===== src/rtl/rtc_pkg.sv =====
package rtc_pkg;

  // Register byte offsets on the Avalon-MM slave
  localparam logic [3:0] OFS_CTRL = 4'h0;
  localparam logic [3:0] OFS_CAPTURE = 4'h4;
  localparam logic [3:0] OFS_ALARM = 4'h8;
  localparam logic [3:0] OFS_OSC = 4'hc;

  // Control register bit positions
  localparam int BIT_OSC_EN = 7;
  localparam int BIT_MON_EN = 6;
  localparam int BIT_OSC_FAIL = 5;
  localparam int BIT_RUN = 4;
  localparam int BIT_ALARM_EN = 3;
  localparam int BIT_ALARM = 2;
  localparam int BIT_LOAD = 1;
  localparam int BIT_CAPTURE = 0;

  // Oscillator control register bit positions
  localparam int BIT_LFO_SEL = 0;
  localparam int BIT_XTAL_VALID = 4;

  // Values after reset
  localparam logic [7:0] CTRL_RESET = 8'h00;
  localparam logic [31:0] WORD_RESET = 32'h00000000;

  // Timing
  localparam int CLK_PERIOD_NS = 20;
  localparam int MISS_TIMEOUT_NS = 100000;
  localparam int BLANK_TIME_NS = 2000000;
  localparam int MISS_CYCLES_DEF = (MISS_TIMEOUT_NS + CLK_PERIOD_NS - 1) / CLK_PERIOD_NS;
  localparam int BLANK_CYCLES_DEF = (BLANK_TIME_NS + CLK_PERIOD_NS - 1) / CLK_PERIOD_NS;
  localparam int MISS_W = 14;
  localparam int BLANK_W = 17;

  // Timer step per slow cycle: crystal at bit 0, internal oscillator at bit 1
  localparam logic [31:0] STEP_XTAL = 32'h00000001;
  localparam logic [31:0] STEP_LFO = 32'h00000002;

  typedef struct packed {
    logic osc_en;
    logic mon_en;
    logic osc_fail;
    logic run;
    logic alarm_en;
    logic alarm_flag;
    logic load_req;
    logic cap_req;
  } ctrl_t;

  typedef enum logic [1:0] {
    BUS_IDLE = 2'b00,
    BUS_ANSWER = 2'b01
  } bus_state_t;

endpackage


===== src/rtl/sync_bank.sv =====
`timescale 1ns/10ps
module sync_bank
  import rtc_pkg::*;
#(
  parameter int WIDTH = 2
) (
  input wire logic ref_clk,
  input wire logic rst,
  input wire logic [WIDTH-1:0] async_in,
  output logic [WIDTH-1:0] sync_out
);

  logic [WIDTH-1:0] meta_q;

  // First stage is read only by the second stage
  always_ff @(posedge ref_clk or posedge rst) begin
    if (rst) begin
      meta_q <= '0;
      sync_out <= '0;
    end else begin
      meta_q <= async_in;
      sync_out <= meta_q;
    end
  end

endmodule // sync_bank


===== src/rtl/rtc_timer_alarm_monitor.sv =====
// The placing of the registers and register access over Avalon-MM were left to the implementer.
`timescale 1ns/10ps
// Functional notes
// Monitor enabled and slow clock stuck over 100 us sets the fail flag.
// Fail flag drives an output usable for interrupt, wake or reset.
// Software disables the monitor before changing oscillator settings.
// Crystal valid follows amplitude detector, forced low 2 ms after power-on.
// Software uses the fail flag, not crystal valid, for failure detection.
// 32-bit timer counts slow cycles while run is one, holds otherwise.
// With auto restart, timer clears one slow cycle after alarm drops.
// Alarm bit write sets auto restart; read returns the alarm flag.
// Software programs compare two counts low, four with internal oscillator.
// Timer loads and snapshots work while the timer keeps running.
// Load bit copies holding value into timer, then hardware clears it.
// Capture bit copies timer into holding register, then hardware clears it.
// Alarm raised only when timer exactly equals the compare value.
// Alarm flag drives an output usable for reset, wake or interrupt.
// Software disables alarm, writes compare, then re-enables the alarm.
// Clearing alarm enable also clears the alarm flag.
// Re-enabling without auto restart next matches after a full wrap.
// Alarm flag lasts at most one slow cycle, then clears itself.
// Free-running mode wraps the timer; software adds to compare.
// Interval mode returns timer to zero after every alarm.
// Internal oscillator selected advances the timer at bit one.
// Fail flag stays set until software clears it.
// Transfers between holding register and timer are coherent words.
// Loss timeout uses the system clock and restarts on every slow edge.
module rtc_timer_alarm_monitor
  import rtc_pkg::*;
#(
  parameter int MISS_CYCLES = MISS_CYCLES_DEF,
  parameter int BLANK_CYCLES = BLANK_CYCLES_DEF
) (
  input wire logic ref_clk,
  input wire logic rst,
  input wire logic [3:0] avs_address,
  input wire logic avs_read,
  input wire logic avs_write,
  input wire logic [31:0] avs_writedata,
  input wire logic [3:0] avs_byteenable,
  output logic [31:0] avs_readdata,
  output logic avs_waitrequest,
  input wire logic slow_osc_in,
  input wire logic amp_detect_in,
  output logic osc_power_en,
  output logic lfo_select,
  output logic alarm_event,
  output logic osc_fail_event
);

  ctrl_t ctrl_q;
  bus_state_t bus_q;
  logic [31:0] timer_q;
  logic [31:0] timer_d;
  logic [31:0] capture_q;
  logic [31:0] alarm_q;
  logic autorestart_q;
  logic restart_q;
  logic lfo_sel_q;
  logic xtal_valid_q;
  logic osc_prev_q;
  logic [MISS_W-1:0] miss_cnt_q;
  logic [BLANK_W-1:0] blank_cnt_q;
  logic [1:0] sync_bits;
  logic osc_s;
  logic amp_s;
  logic slow_tick;
  logic osc_edge;
  logic wr_take;
  logic ctrl_wr;
  logic match;
  logic miss_hit;
  logic [31:0] rd_mux;
  logic [31:0] step;

  // Both pins are asynchronous to ref_clk
  sync_bank #(
    .WIDTH(2)
  ) u_sync (
    .ref_clk(ref_clk),
    .rst(rst),
    .async_in({amp_detect_in, slow_osc_in}),
    .sync_out(sync_bits)
  );

  assign osc_s = sync_bits[0];
  assign amp_s = sync_bits[1];

  // Slow clock edges seen in the system domain
  always_ff @(posedge ref_clk or posedge rst) begin
    if (rst) begin
      osc_prev_q <= 1'b0;
    end else begin
      osc_prev_q <= osc_s;
    end
  end

  assign slow_tick = osc_s & ~osc_prev_q;
  assign osc_edge = osc_s ^ osc_prev_q;

  // Bus: one wait cycle, answer on the second edge
  always_ff @(posedge ref_clk or posedge rst) begin
    if (rst) begin
      bus_q <= BUS_IDLE;
      avs_waitrequest <= 1'b1;
      avs_readdata <= WORD_RESET;
    end else begin
      case (bus_q)
        BUS_IDLE: begin
          if (avs_read || avs_write) begin
            bus_q <= BUS_ANSWER;
            avs_waitrequest <= 1'b0;
            avs_readdata <= avs_read ? rd_mux : WORD_RESET;
          end
        end
        BUS_ANSWER: begin
          bus_q <= BUS_IDLE;
          avs_waitrequest <= 1'b1;
        end
        default: begin
          bus_q <= BUS_IDLE;
          avs_waitrequest <= 1'b1;
        end
      endcase
    end
  end

  // Write lands at the edge where the master sees waitrequest low
  assign wr_take = (bus_q == BUS_ANSWER) && avs_write;
  assign ctrl_wr = wr_take && (avs_address == OFS_CTRL) && avs_byteenable[0];

  // Read mux; unmapped offsets read as zero
  always_comb begin
    rd_mux = WORD_RESET;
    case (avs_address)
      OFS_CTRL: begin
        rd_mux[7:0] = ctrl_q;
      end
      OFS_CAPTURE: begin
        rd_mux = capture_q;
      end
      OFS_ALARM: begin
        rd_mux = alarm_q;
      end
      OFS_OSC: begin
        rd_mux[BIT_LFO_SEL] = lfo_sel_q;
        rd_mux[BIT_XTAL_VALID] = xtal_valid_q;
      end
      default: begin
        rd_mux = WORD_RESET;
      end
    endcase
  end

  // Plain control bits
  always_ff @(posedge ref_clk or posedge rst) begin
    if (rst) begin
      ctrl_q.osc_en <= CTRL_RESET[BIT_OSC_EN];
      ctrl_q.mon_en <= CTRL_RESET[BIT_MON_EN];
      ctrl_q.run <= CTRL_RESET[BIT_RUN];
      ctrl_q.alarm_en <= CTRL_RESET[BIT_ALARM_EN];
      autorestart_q <= CTRL_RESET[BIT_ALARM];
    end else if (ctrl_wr) begin
      ctrl_q.osc_en <= avs_writedata[BIT_OSC_EN];
      ctrl_q.mon_en <= avs_writedata[BIT_MON_EN];
      ctrl_q.run <= avs_writedata[BIT_RUN];
      ctrl_q.alarm_en <= avs_writedata[BIT_ALARM_EN];
      autorestart_q <= avs_writedata[BIT_ALARM];
    end
  end

  // Oscillator control register
  always_ff @(posedge ref_clk or posedge rst) begin
    if (rst) begin
      lfo_sel_q <= 1'b0;
    end else if (wr_take && avs_address == OFS_OSC && avs_byteenable[0]) begin
      lfo_sel_q <= avs_writedata[BIT_LFO_SEL];
    end
  end

  // Load and capture requests: software sets, hardware clears a cycle later
  always_ff @(posedge ref_clk or posedge rst) begin
    if (rst) begin
      ctrl_q.load_req <= CTRL_RESET[BIT_LOAD];
      ctrl_q.cap_req <= CTRL_RESET[BIT_CAPTURE];
    end else begin
      // A new request in the clearing cycle wins and runs again
      if (ctrl_wr && avs_writedata[BIT_LOAD]) begin
        ctrl_q.load_req <= 1'b1;
      end else begin
        ctrl_q.load_req <= 1'b0;
      end
      if (ctrl_wr && avs_writedata[BIT_CAPTURE]) begin
        ctrl_q.cap_req <= 1'b1;
      end else begin
        ctrl_q.cap_req <= 1'b0;
      end
    end
  end

  // Holding and compare registers, one lane per byte
  genvar b;
  generate
    for (b = 0; b < 4; b++) begin : g_lane
      always_ff @(posedge ref_clk or posedge rst) begin
        if (rst) begin
          capture_q[8*b +: 8] <= WORD_RESET[8*b +: 8];
        end else if (ctrl_q.cap_req) begin
          // Whole word taken in one edge, so never torn
          capture_q[8*b +: 8] <= timer_q[8*b +: 8];
        end else if (wr_take && avs_address == OFS_CAPTURE && avs_byteenable[b]) begin
          capture_q[8*b +: 8] <= avs_writedata[8*b +: 8];
        end
      end

      always_ff @(posedge ref_clk or posedge rst) begin
        if (rst) begin
          alarm_q[8*b +: 8] <= WORD_RESET[8*b +: 8];
        end else if (wr_take && avs_address == OFS_ALARM && avs_byteenable[b]) begin
          alarm_q[8*b +: 8] <= avs_writedata[8*b +: 8];
        end
      end
    end
  endgenerate

  assign step = lfo_sel_q ? STEP_LFO : STEP_XTAL;

  // Next timer value; a load beats a slow tick landing in the same cycle
  always_comb begin
    timer_d = timer_q;
    if (ctrl_q.load_req) begin
      timer_d = capture_q;
    end else if (slow_tick) begin
      if (restart_q) begin
        timer_d = WORD_RESET;
      end else if (ctrl_q.run) begin
        // Plain 32-bit add wraps through zero
        timer_d = timer_q + step;
      end
    end
  end

  always_ff @(posedge ref_clk or posedge rst) begin
    if (rst) begin
      timer_q <= WORD_RESET;
    end else begin
      timer_q <= timer_d;
    end
  end

  // Next value compared, so the flag rises on the tick that brings the timer to the match
  assign match = ctrl_q.alarm_en && (timer_d == alarm_q);

  // Alarm flag: one slow cycle wide, dropped by disabling the alarm
  always_ff @(posedge ref_clk or posedge rst) begin
    if (rst) begin
      ctrl_q.alarm_flag <= CTRL_RESET[BIT_ALARM];
    end else if (!ctrl_q.alarm_en) begin
      ctrl_q.alarm_flag <= 1'b0;
    end else if (slow_tick) begin
      // A stopped timer would match forever; the flag still drops
      ctrl_q.alarm_flag <= match && !ctrl_q.alarm_flag;
    end
  end

  // Restart armed on the tick that drops the alarm, used on the next
  always_ff @(posedge ref_clk or posedge rst) begin
    if (rst) begin
      restart_q <= 1'b0;
    end else if (slow_tick) begin
      restart_q <= autorestart_q && ctrl_q.alarm_flag;
    end
  end

  // Loss timeout counted on ref_clk, cleared on either slow edge
  always_ff @(posedge ref_clk or posedge rst) begin
    if (rst) begin
      miss_cnt_q <= '0;
    end else if (!ctrl_q.mon_en || osc_edge) begin
      miss_cnt_q <= '0;
    end else if (miss_cnt_q != MISS_W'(MISS_CYCLES)) begin
      miss_cnt_q <= miss_cnt_q + 1'b1;
    end
  end

  assign miss_hit = ctrl_q.mon_en && !osc_edge && (miss_cnt_q == MISS_W'(MISS_CYCLES));

  // Sticky fail flag; hardware set wins over a software clear
  always_ff @(posedge ref_clk or posedge rst) begin
    if (rst) begin
      ctrl_q.osc_fail <= CTRL_RESET[BIT_OSC_FAIL];
    end else if (miss_hit) begin
      ctrl_q.osc_fail <= 1'b1;
    end else if (ctrl_wr && !avs_writedata[BIT_OSC_FAIL]) begin
      ctrl_q.osc_fail <= 1'b0;
    end
  end

  // Blanking after oscillator power-on
  always_ff @(posedge ref_clk or posedge rst) begin
    if (rst) begin
      blank_cnt_q <= '0;
    end else if (!ctrl_q.osc_en) begin
      blank_cnt_q <= '0;
    end else if (blank_cnt_q != BLANK_W'(BLANK_CYCLES)) begin
      blank_cnt_q <= blank_cnt_q + 1'b1;
    end
  end

  always_ff @(posedge ref_clk or posedge rst) begin
    if (rst) begin
      xtal_valid_q <= 1'b0;
    end else begin
      xtal_valid_q <= ctrl_q.osc_en && amp_s
                      && (blank_cnt_q == BLANK_W'(BLANK_CYCLES));
    end
  end

  // Outputs to interrupt, wake and reset logic
  always_ff @(posedge ref_clk or posedge rst) begin
    if (rst) begin
      alarm_event <= 1'b0;
      osc_fail_event <= 1'b0;
    end else begin
      alarm_event <= ctrl_q.alarm_flag;
      osc_fail_event <= ctrl_q.osc_fail;
    end
  end

  // Pin-side copies of the oscillator controls
  always_ff @(posedge ref_clk or posedge rst) begin
    if (rst) begin
      osc_power_en <= 1'b0;
    end else begin
      osc_power_en <= ctrl_q.osc_en;
    end
  end

  always_ff @(posedge ref_clk or posedge rst) begin
    if (rst) begin
      lfo_select <= 1'b0;
    end else begin
      lfo_select <= lfo_sel_q;
    end
  end

endmodule // rtc_timer_alarm_monitor


===== config.mk =====
export PLATFORM = sky130hd
export DESIGN_NAME = rtc_timer_alarm_monitor
export DESIGN_NICKNAME = d
export VERILOG_FILES = /design/src/rtl/rtc_pkg.sv /design/src/rtl/sync_bank.sv /design/src/rtl/rtc_timer_alarm_monitor.sv
export SDC_FILE = /design/constraint.sdc
export NUM_CORES = 1
export LEC_CHECK = 0
export BUFFER_PORTS_ARGS = -buffer_cell sky130_fd_sc_hd__buf_2
export CAP_MARGIN = 15
export CORE_MARGIN = 1
export CORE_UTILIZATION = 55
export DETAILED_ROUTE_END_ITERATION = 6
export PLACE_DENSITY_LB_ADDON = 0.25
export REMOVE_ABC_BUFFERS = 1
export SLEW_MARGIN = 20
export SYNTH_ARGS = -nofsm -noshare
export SYNTH_HDL_FRONTEND = slang
export SYNTH_SLANG_ARGS = --single-unit

===== constraint.sdc =====
create_clock -name ref_clk -period 7.5 [get_ports ref_clk]
set_clock_uncertainty 0.2 [all_clocks]
set_input_delay 0.75 -clock ref_clk [delete_from_list [all_inputs] [get_ports ref_clk]]
set_output_delay 0.75 -clock ref_clk [all_outputs]
set_load 0.02 [all_outputs]

==> metrics, run 1 <==
RSZ-0062 raised after global routing false; sequential element share of the synthesized area 45.9%; Setup crit start osc_prev_q$_DFF_PP0_; Yosys cell types 70; post-DR wirelength/cell 20.8 um; reg-to-reg critical path endpoint ctrl_q[2]$_DFFE_PP0P_; first-pass GRT wire length 44600 um; Skew-Pair Late Insertion Delay 0.44 ns; Top FF cell, synth dfrtp_1; CTS root buffer clkbuf_16; Max Freq 268 MHz; number of routed nets with antenna violations 0; post-route DRC violation count 0; max cap viols 0; top cells by count, synth dfrtp_1 (181), nand2_1 (157), o21ai_0 (101), mux2i_1 (50), nor2_1 (49); asr flop ratio synth 100%; Compound-Gate Fraction of Synth Area 15.3%; CP Launch Type flip-flop; Overflow after GRT 0; Worst EP arrival 3.90 ns; area delta synth->final 10.8%; Hold Path Class flip-flop to flip-flop; # fillers 1441; total number of yosys warnings 0; fin nets 1152; num ports 83; DRT Pass-1 Iters 5; ant diodes 0; vias in the first global route 8136; critical path peak fanout 15; maximum vdd drop 0.000175 V; GP Congestion 0.960; Worst slew margin 29.3%; drt initial violations 960; Final WS setup 3.77 ns; via count 8395; dominant cell by count in the synthesized netlist dfrtp_1; Simple-Gate Fraction of Synth Area 20.5%; GRT Util Overall 31.9%; largest net degree at the start of global routing 109; Slew Viols, Final 0; status finished, final reports clean; Post-synth EDFFs 0; HPWL Detailed 19900 um; Resized cells post-CTS 0; Core Area 17500 um2; clk slew on worst S/H paths 0.07 ns; kind of critical path flip-flop to flip-flop; period utilization 49.7%; Adder-Cell Fraction of Synth Area 1.08%; Critical Path RT 7.67 ns; Die W 136 um; post-synth top area share 45.6%; TritonCTS Sinks 182; Lkg Pwr 4.70 nW; Final Critical Period 3.73 ns; power per cell area 217 nW/um2; Gate Count Post-Synth 1049; mux contribution to synthesized area 9.46%; Final Routed Wirelength 27800 um; Worst Reg-to-Reg Cells 10; Die H 136 um; XOR/XNOR Fraction of Synth Area 3.97%; Initial Utilization 56.8%; critical path endpoint ctrl_q[2]$_DFFE_PP0P_; Synth area leaders dfrtp_1 (46%), nand2_1 (5.9%), o21ai_0 (5.1%), mux2i_1 (5.0%), mux2_2 (4.0%); cell taking the most area after synthesis dfrtp_1; # setup viols final 0; Hold-fix buffers, CTS 0; final core utilization 62.9%; die area 18600 um2; average via count per standard cell 6.29; Finished Cell Area 11000 um2; Placed Area 10400 um2; H-tree depth 4; synthesized area 9930 um2; largest family of logic cells by synthesized area simple AND/OR/NAND/NOR gates; pre-CTS WS 3.73 ns; CTS tree built; Critical Path Sink Type flip-flop; fraction of layout cells with a size suffix above 1 15.8%; FF-to-FF setup slack 3.77 ns; CTS buffer count 17; IO buf count 82; placed cell count 1304; Non-Filler Instances 1334; Synth Register Bits 182; Avg Synthesized Cell Area 9.46 um2; Setup TNS 0 ns; CTS max path bufs 2; r2r startpoint osc_prev_q$_DFF_PP0_; Post-CTS Repair Setup Buffers 0; antenna violations before repair 0; Least-Margin Pin Slew 1.06 ns; Fin. Hold Viols 0; Site Rows 48
[through the flow]
stage               total power, W  hold WS [ns]
global placement           0.00154         0.141
detailed placement         0.00155         0.135
floorplan                  0.00140         0.131
global route               0.00249         0.173
finish                     0.00239         0.149
CTS                        0.00239         0.150
[worst min-delay path by stage]
stage               cells after the start                  startpoint  slack, ns                            to
finish                                  0  u_sync.meta_q[0]$_DFF_PP0_       0.15  u_sync.sync_out[0]$_DFF_PP0_
global route                            0  u_sync.meta_q[0]$_DFF_PP0_       0.17  u_sync.sync_out[0]$_DFF_PP0_
CTS                                     0  u_sync.meta_q[0]$_DFF_PP0_       0.15  u_sync.sync_out[0]$_DFF_PP0_
detailed placement                      0  u_sync.meta_q[0]$_DFF_PP0_       0.13  u_sync.sync_out[0]$_DFF_PP0_
global placement                        0  u_sync.meta_q[1]$_DFF_PP0_       0.14  u_sync.sync_out[1]$_DFF_PP0_
floorplan                               0  u_sync.meta_q[0]$_DFF_PP0_       0.13  u_sync.sync_out[0]$_DFF_PP0_
[metal layers]
layer  track usage [%]  wire length, um
met2              48.1            12600
met1              43.7            12100
met3              9.06             2430
met5                 0                0
met4              11.9              716
[sequential cells by signal, indices dropped and copies added, names as in the netlist, 2 cells and up]
| register | flops |
|---|---|
| miss_cnt_q | 14 |
| ctrl_q | 8 |
| timer_q | 32 |
| avs_readdata | 32 |
| capture_q | 32 |
| alarm_q | 32 |
| u_sync.sync_out | 2 |
| blank_cnt_q | 17 |
| u_sync.meta_q | 2 |
[placed cells by master (no fill, tap or decap), types with 21 or more instances in the layout]
master / synthesis / layout
nand4_1: 27 / 27
o21ai_0: 101 / 101
xnor2_1: 30 / 30
inv_1: 32 / 31
mux2_2: 35 / 35
nor2b_1: 21 / 21
nand2_1: 157 / 157
a22oi_1: 27 / 27
mux2i_1: 50 / 50
nand3_1: 33 / 33
buf_2: 14 / 82
nor2_1: 49 / 49
dfrtp_1: 181 / 180
[where the power goes]
group          switching [W]  internal [W]
combinational       0.000207      0.000146
sequential          0.000124       0.00107
clock               0.000388      0.000455
[layout make-up]
class / instances / area, um2 / area share [%]
Clock buffer: 19 / 433 / 3.94
Inverter: 32 / 128 / 1.16
Multi-Input combinational cell: 775 / 5020 / 45.7
Sequential cell: 182 / 4560 / 41.4
Timing Repair Buffer: 90 / 470 / 4.28
Clock inverter: 11 / 105 / 0.956
Tap cell: 225 / 282 / 2.56
[critical path: stages, from the launching register on]
cell     delay [ns]
dfrtp_1        0.36
inv_1          0.06
ha_1           0.46
nand3_1        0.43
or4_1          0.70
nor4_1         0.40
xnor2_1        0.18
o21ai_1        0.10
xor2_1         0.17
or4_1          0.47
o21ai_1        0.12
[kinds of logic after synthesis]
| group | Yosys count |
|---|---|
| AO/OA/AOI/OAI | 235 |
| adder cells (fa/ha/maj) | 8 |
| multiplexers | 87 |
| XOR/XNOR | 45 |
| AND/OR/NAND/NOR | 400 |
| flip-flops | 182 |
| buffers and inverters | 92 |
Power figures use the tool's default switching activity.
==> run 2: changes to the inputs <==
--- a/config.mk
+++ b/config.mk
@@ -5,6 +5,7 @@
 export SDC_FILE = /design/constraint.sdc
 export NUM_CORES = 1
 export LEC_CHECK = 0
+export ABC_AREA = 1
 export BUFFER_PORTS_ARGS = -buffer_cell sky130_fd_sc_hd__buf_2
 export CAP_MARGIN = 15
 export CORE_MARGIN = 1
==> constraint.sdc (replaced) <==
create_clock -name ref_clk -period 3.7 [get_ports ref_clk]
set_clock_uncertainty 0.2 [all_clocks]
set_input_delay 0.37 -clock ref_clk [delete_from_list [all_inputs] [get_ports ref_clk]]
set_output_delay 0.37 -clock ref_clk [all_outputs]
set_load 0.02 [all_outputs]
==> run 2 against run 1 <==
Compared with the run above:
- register-to-register slack got worse by 3.3 ns
- largest power group unchanged
- highest routed layer unchanged
- first-iteration DRC count fell by 27%
- area after synthesis fell by 3.4%
- critical endpoint unchanged
- critical path depth rose by 9
==> metrics, run 2 <==
Site Rows 47 (was 48); Worst slew margin 32.8% (was 29.3%); critical path endpoint ctrl_q[2]$_DFFE_PP0P_ (unchanged); Post-CTS Repair Setup Buffers 0 (unchanged); ant diodes 0 (unchanged); TritonCTS Sinks 182 (unchanged); RSZ-0062 raised after global routing false (unchanged); Die W 134 um (was 136 um); drt initial violations 702 (was 960); Max Freq 312 MHz (was 268 MHz); final core utilization 65.0% (was 62.9%); commonest non-fill, non-tap cell in the layout nand2_1 (was dfrtp_1); Lkg Pwr 5.26 nW (was 4.70 nW); Worst Reg-to-Reg Cells 19 (was 10); dominant cell by count in the synthesized netlist nand2_1 (was dfrtp_1); critical path peak fanout 5 (was 15); first-pass GRT wire length 42100 um (was 44600 um); CTS root buffer clkbuf_16 (unchanged); post-synth top area share 47.2% (was 45.6%); GP Congestion 0.958 (was 0.960); GRT Util Overall 30.1% (was 31.9%); Top FF cell, synth dfrtp_1 (unchanged); average via count per standard cell 5.67 (was 6.29); area delta synth->final 14.0% (was 10.8%); Worst Hold Slack 0.00206 ns (was 0.149 ns); Avg Synthesized Cell Area 7.62 um2 (was 9.46 um2); Skew-Pair Late Insertion Delay 0.45 ns (was 0.44 ns); Critical Path RT 3.87 ns (was 7.67 ns); post-DR wirelength/cell 16.3 um (was 20.8 um); Synth area leaders dfrtp_1 (47%), nand2_1 (13%), inv_1 (6.5%), o21ai_0 (5.8%), nand3_1 (4.1%) (was dfrtp_1 (46%), nand2_1 (5.9%), o21ai_0 (5.1%), mux2i_1 (5.0%), mux2_2 (4.0%)); IO buf count 82 (unchanged); Synth Register Bits 182 (unchanged); Setup crit start lfo_sel_q$_DFFE_PP0P_ (was osc_prev_q$_DFF_PP0_); fraction of layout cells with a size suffix above 1 12.8% (was 15.8%); period utilization 86.6% (was 49.7%); Fin. Hold Viols 0 (unchanged); WHS Path Cells 3 (was 0); Non-Filler Instances 1578 (was 1334); # setup viols final 0 (unchanged); Resized cells post-CTS 0 (unchanged); die area 18000 um2 (was 18600 um2); Final Routed Wirelength 25800 um (was 27800 um); sequential element share of the synthesized area 47.5% (was 45.9%); max cap viols 0 (unchanged); Yosys cell types 44 (was 70); largest net degree at the start of global routing 123 (was 109); CP Launch Type flip-flop (unchanged); Overflow after GRT 0 (unchanged); Core Area 16800 um2 (was 17500 um2); via count 8941 (was 8395); maximum vdd drop 0.000338 V (was 0.000175 V); vias in the first global route 8451 (was 8136); Initial Utilization 57.0% (was 56.8%); HPWL Detailed 18000 um (was 19900 um); placed cell count 1535 (was 1304); clk slew on worst S/H paths 0.07 ns (about the same); Post-synth EDFFs 0 (unchanged); reg-to-reg critical path endpoint ctrl_q[2]$_DFFE_PP0P_ (unchanged); Critical Path Sink Type flip-flop (unchanged); kind of critical path flip-flop to flip-flop (unchanged); power per cell area 437 nW/um2 (was 217 nW/um2); total number of yosys warnings 0 (unchanged); antenna violations before repair 0 (unchanged); cell taking the most area after synthesis dfrtp_1 (unchanged); r2r startpoint lfo_sel_q$_DFFE_PP0P_ (was osc_prev_q$_DFF_PP0_); status finished, final reports clean (unchanged); Gate Count Post-Synth 1259 (was 1049); CTS tree built (unchanged); post-route DRC violation count 0 (unchanged); asr flop ratio synth 100% (unchanged); H-tree depth 4 (unchanged); synthesized area 9590 um2 (was 9930 um2); CTS buffer count 17 (unchanged); CTS max path bufs 2 (unchanged); Die H 134 um (was 136 um); Final Critical Period 3.20 ns (was 3.73 ns); DRT Pass-1 Iters 5 (unchanged); FF-to-FF setup slack 0.50 ns (was 3.77 ns); Worst EP arrival 3.37 ns (was 3.90 ns); most frequent cells in the layout nand2_1 (332), dfrtp_1 (181), inv_1 (166) (was dfrtp_1 (180), nand2_1 (157), o21ai_0 (101)); number of routed nets with antenna violations 0 (unchanged); Slew Viols, Final 0 (unchanged); num ports 83 (unchanged); Hold Path Class input pin to flip-flop (was flip-flop to flip-flop); Setup TNS 0 ns (unchanged); Least-Margin Pin Slew 1.01 ns (was 1.06 ns); fin nets 1399 (was 1152); top cells by count, synth nand2_1 (332), dfrtp_1 (181), inv_1 (167), o21ai_0 (112), nor2_1 (102) (was dfrtp_1 (181), nand2_1 (157), o21ai_0 (101), mux2i_1 (50), nor2_1 (49))
run 2: changes by cell type after synthesis, moves of 26 or more:
cell / before / now
a21oi_1: 16 / 51
a22oi_1: 27 / 0
inv_1: 32 / 167
mux2_2: 35 / 0
mux2i_1: 50 / 0
nand2_1: 157 / 332
nand3_1: 33 / 79
nor2_1: 49 / 102
o211ai_1: 6 / 40
o22ai_1: 5 / 31
xnor2_1: 30 / 1
run 2: through the flow:
step	total power (W)	cell area, um2	worst slack [ns]
2_1_floorplan	0.00275	9430	-1.81
3_3_place_gp	0.00295	10200	0.732
3_5_place_dp	0.00297	10200	0.601
4_1_cts	0.00478	10900	0.566
5_1_grt	0.00496	10900	0.179
6_report	0.00477	10900	0.497
run 2: worst min path at each step:
stage                                    start                            to  slack (ns)
finish                       avs_writedata[24]       alarm_q[24]$_DFFE_PP0P_       0.002
global placement    u_sync.meta_q[1]$_DFF_PP0_  u_sync.sync_out[1]$_DFF_PP0_        0.13
CTS                          avs_writedata[24]       alarm_q[24]$_DFFE_PP0P_      0.0006
detailed placement  u_sync.meta_q[0]$_DFF_PP0_  u_sync.sync_out[0]$_DFF_PP0_        0.13
floorplan           u_sync.meta_q[0]$_DFF_PP0_  u_sync.sync_out[0]$_DFF_PP0_        0.13
global route                 avs_writedata[25]       alarm_q[25]$_DFFE_PP0P_       0.008
run 2: cell families after synthesis:
family	synth area share, %
simple gates	27.1
flops	47.5
buf+inv	8.47
xor+xnor	0.274
compound gates	15.6
fa+ha+maj	1.12
run 2: final cells by class:
| cell class | instances | area (um2) |
|---|---|---|
| clock buffer | 21 | 460 |
| clock inverter | 11 | 115 |
| fill | 1458 | 5890 |
| inverter | 174 | 661 |
| multi-input combinational | 863 | 4230 |
| sequential | 182 | 4560 |
| tap | 220 | 275 |
| timing repair buffer | 107 | 638 |
run 2: per-layer routing:
metal  track usage (%)  wire length, um  vias to the layer above
li1                  -                -                     4306
met1              39.6            11300                     4193
met2              48.9            12000                      363
met3              4.99             1660                       79
met4              13.7              906                        0
met5                 0                0                        -
run 2: worst max-delay path: stages (launching register included):
cell and delay (ns):
dfrtp_1 0.42, inv_1 0.11, ha_1 0.19, inv_1 0.06, fa_1 0.46, inv_1 0.09, nand3_1 0.12, nor2_1 0.28
nand4_1 0.14, nand3_1 0.13, nand2_1 0.08, nand2_1 0.07, nand2_1 0.05, nor2_1 0.17, nand3_1 0.09, nor2_1 0.10
nand2_1 0.05, nor2_1 0.08, nand3_1 0.09, a21oi_1 0.13
run 2: report_power, final:
| part | internal (W) | switching [W] |
|---|---|---|
| Clock | 0.000978 | 0.000837 |
| Sequential | 0.00217 | 0.000124 |
| Combinational | 0.000224 | 0.000442 |
| Total | 0.00337 | 0.00140 |
run 2: repair_timing:
| action | CTS | global route |
|---|---|---|
| hold buffers | 11 | 0 |
| hold endpoints to repair | 132 | 0 |
| endpoints found under the setup margin | 0 | 0 |
==> run 3: changes to the inputs <==
--- a/config.mk
+++ b/config.mk
@@ -8,8 +8,9 @@
 export ABC_AREA = 1
 export BUFFER_PORTS_ARGS = -buffer_cell sky130_fd_sc_hd__buf_2
 export CAP_MARGIN = 15
+export CORE_ASPECT_RATIO = 1.4
 export CORE_MARGIN = 1
-export CORE_UTILIZATION = 55
+export CORE_UTILIZATION = 45
 export DETAILED_ROUTE_END_ITERATION = 6
 export PLACE_DENSITY_LB_ADDON = 0.25
 export REMOVE_ABC_BUFFERS = 1
==> run 3 against run 2 <==
Compared with the run above:
- the run now ends with DRC left
- maximum frequency rose by 1.3%
- non-clock buffer count up 7
- worst hold slack improved by 0.0072 ns
- core utilization is 12 points lower
- wire length is 3.9% higher
- power increased by 1.1%
- clock-buffer cell count decreased by 3
- clock power rose by 2%
- sequential power about the same
- die area is 22% higher
- largest power group unchanged
==> metrics, run 3 (same netlist as run 2, synthesis figures left out) <==
status complete, but fails checks (was finished, final reports clean); failing checks DRC; drt initial violations 573 (was 702); power per cell area 436 nW/um2 (was 437 nW/um2); Design Power 0.00482 W (was 0.00477 W); Skew-Pair Late Insertion Delay 0.45 ns (about the same); fin nets 1406 (was 1399); critical path peak fanout 5 (unchanged); commonest non-fill, non-tap cell in the layout nand2_1 (unchanged); DRT Pass-1 Iters 7 (was 5); antenna violations before repair 0 (unchanged); Seq pwr share 47.5% (was 48.0%); RSZ-0062 raised after global routing false (unchanged); CTS root buffer clkbuf_16 (unchanged); ant diodes 0 (unchanged); Finished Cell Area 11100 um2 (was 10900 um2); CP cell instances inv_1 -> ha_1 -> inv_1 -> fa_1 -> inv_1 -> nand3_1 -> nor2_1 -> nand2_1 -> o21bai_1 -> nand3_1 -> nand3_1 -> nand2_1 -> nor2_1 -> nand2_1 -> nor2_1 -> nand2_1 -> nor2_1 -> nand3_1 -> a21oi_1 (was inv_1 -> ha_1 -> inv_1 -> fa_1 -> inv_1 -> nand3_1 -> nor2_1 -> nand4_1 -> nand3_1 -> nand2_1 -> nand2_1 -> nand2_1 -> nor2_1 -> nand3_1 -> nor2_1 -> nand2_1 -> nor2_1 -> nand3_1 -> a21oi_1); num ports 83 (unchanged); Fin. Hold Viols 0 (unchanged); Least-Margin Pin Slew 0.934 ns (was 1.01 ns); HPWL Detailed 19400 um (was 18000 um); switching power 0.00142 W (was 0.00140 W); Final Routed Wirelength 26800 um (was 25800 um); TritonCTS Sinks 182 (unchanged); vias in the first global route 8847 (was 8451); r2r startpoint lfo_sel_q$_DFFE_PP0P_ (unchanged); Critical Path Sink Type flip-flop (unchanged); Max Freq 316 MHz (was 312 MHz); Slew Viols, Final 0 (unchanged); CTS tree built (unchanged); Worst slew margin 37.1% (was 32.8%); average via count per standard cell 5.37 (was 5.67); Core Area 20700 um2 (was 16800 um2); Placed Area 10300 um2 (was 10200 um2); CP peak stage delay 0.45 ns (was 0.46 ns); die area 21900 um2 (was 18000 um2); Die W 125 um (was 134 um); clk slew on worst S/H paths 0.08 ns (was 0.07 ns); via count 8703 (was 8941); Lkg Pwr 5.31 nW (was 5.26 nW); fraction of layout cells with a size suffix above 1 12.7% (was 12.8%); area delta synth->final 15.4% (was 14.0%); max cap viols 0 (unchanged); Setup crit start lfo_sel_q$_DFFE_PP0P_ (unchanged); post-route DRC violation count 2 (was 0); Critical Path RT 3.88 ns (was 3.87 ns); Die H 175 um (was 134 um); clock power share 38.6% (was 38.0%); IO buf count 82 (unchanged); Overflow after GRT 0 (unchanged); largest net degree at the start of global routing 142 (was 123); # setup viols final 0 (unchanged); slowest stage cell on the critical path fa_1 (unchanged); Initial Utilization 46.3% (was 57.0%); min-delay src avs_writedata[9] (was avs_writedata[24]); Hold Path Class input pin to flip-flop (unchanged); Int Pwr 0.00341 W (was 0.00337 W); final core utilization 53.5% (was 65.0%); CP Launch Type flip-flop (unchanged); post-DR wirelength/cell 16.5 um (was 16.3 um); switching share of power 29.3% (was 29.4%); GP Congestion 0.888 (was 0.958); H-tree depth 4 (unchanged); Site Rows 62 (was 47); GRT Util Overall 26.2% (was 30.1%); Final WS setup 0.539 ns (was 0.497 ns); number of routed nets with antenna violations 0 (unchanged); first-pass GRT wire length 44500 um (was 42100 um); Resized cells post-CTS 0 (unchanged); CTS max path bufs 2 (unchanged); period utilization 85.4% (was 86.6%); CTS buffer count 17 (unchanged); pre-CTS WS 0.491 ns (was 0.601 ns); most frequent cells in the layout nand2_1 (332), dfrtp_1 (181), inv_1 (166) (unchanged); maximum vdd drop 0.000339 V (was 0.000338 V); kind of critical path flip-flop to flip-flop (unchanged); combinational share of power 13.8% (was 14.0%); Setup TNS 0 ns (unchanged); Worst EP arrival 3.34 ns (was 3.37 ns); Final Critical Period 3.16 ns (was 3.20 ns)
run 3: cell count changes in the layout (fill, tap and decap cells not counted), moves of 2 or more:
cell / previous run / this run
clkinvlp_4: 4 / 1
dlygate4sd3_1: 11 / 20
inv_6: 4 / 8
clkbuf_8: 2 / 0
buf_4: 13 / 11
run 3: area by class of cell:
type	instances	area (um2)
multi-input combinational	863	4230
clock inverter	14	160
inverter	174	661
clock buffer	18	429
timing repair buffer	114	721
tap	256	320
fill	1968	9640
sequential	182	4560
run 3: repair_timing:
item | CTS | global route
hold buffers | 19 | 1
setup buffers | 0 | 0
endpoints found under the hold margin | 26 | 36
run 3: path summary, 6_finish.rpt:
kind / endpoint / slack [ns] / depth (start not counted)
max reg2reg: ctrl_q[2]$_DFFE_PP0P_ / 0.54 / 19
max: ctrl_q[2]$_DFFE_PP0P_ / 0.54 / 19
min reg2reg: u_sync.sync_out[1]$_DFF_PP0_ / 0.15 / 0
max in group asynchronous: avs_readdata[9]$_DFFE_PP0P_ / 2.02 / 5
min in group asynchronous: avs_readdata[26]$_DFFE_PP0P_ / 0.25 / 3
min: alarm_q[9]$_DFFE_PP0P_ / 0.009 / 3
run 3: critical path: cells and delay by family (launching register included):
family,cells,cell delay (ns)
buf+inv,3,0.26
flops,1,0.43
fa+ha+maj,2,0.65
compound gates,2,0.28
simple gates,12,1.28
run 3: stage by stage:
step	instances	hold WS (ns)
after floorplan	1219	0.131
after global placement	1568	0.133
after detailed placement	1568	0.141
after CTS	1619	0.000977
after global routing	1621	0.00526
final	1621	0.00928
run 3: layer usage:
metal | wire length [um] | vias to the layer above | track usage, %
met2 | 13700 | 210 | 45.9
met5 | 0 | - | 0
met3 | 998 | 61 | 4.32
met4 | 1120 | 0 | 13.6
li1 | - | 4302 | -
met1 | 11000 | 4130 | 30.8
run 3: power by group through the flow:
stage / clock (W) / combinational (W) / sequential (W)
2_1_floorplan: 0 / 0.000427 / 0.00232
3_3_place_gp: 0 / 0.000644 / 0.00233
3_5_place_dp: 0 / 0.000654 / 0.00233
4_1_cts: 0.00191 / 0.000673 / 0.00229
5_1_grt: 0.00199 / 0.000772 / 0.00232
6_report: 0.00186 / 0.000668 / 0.00229
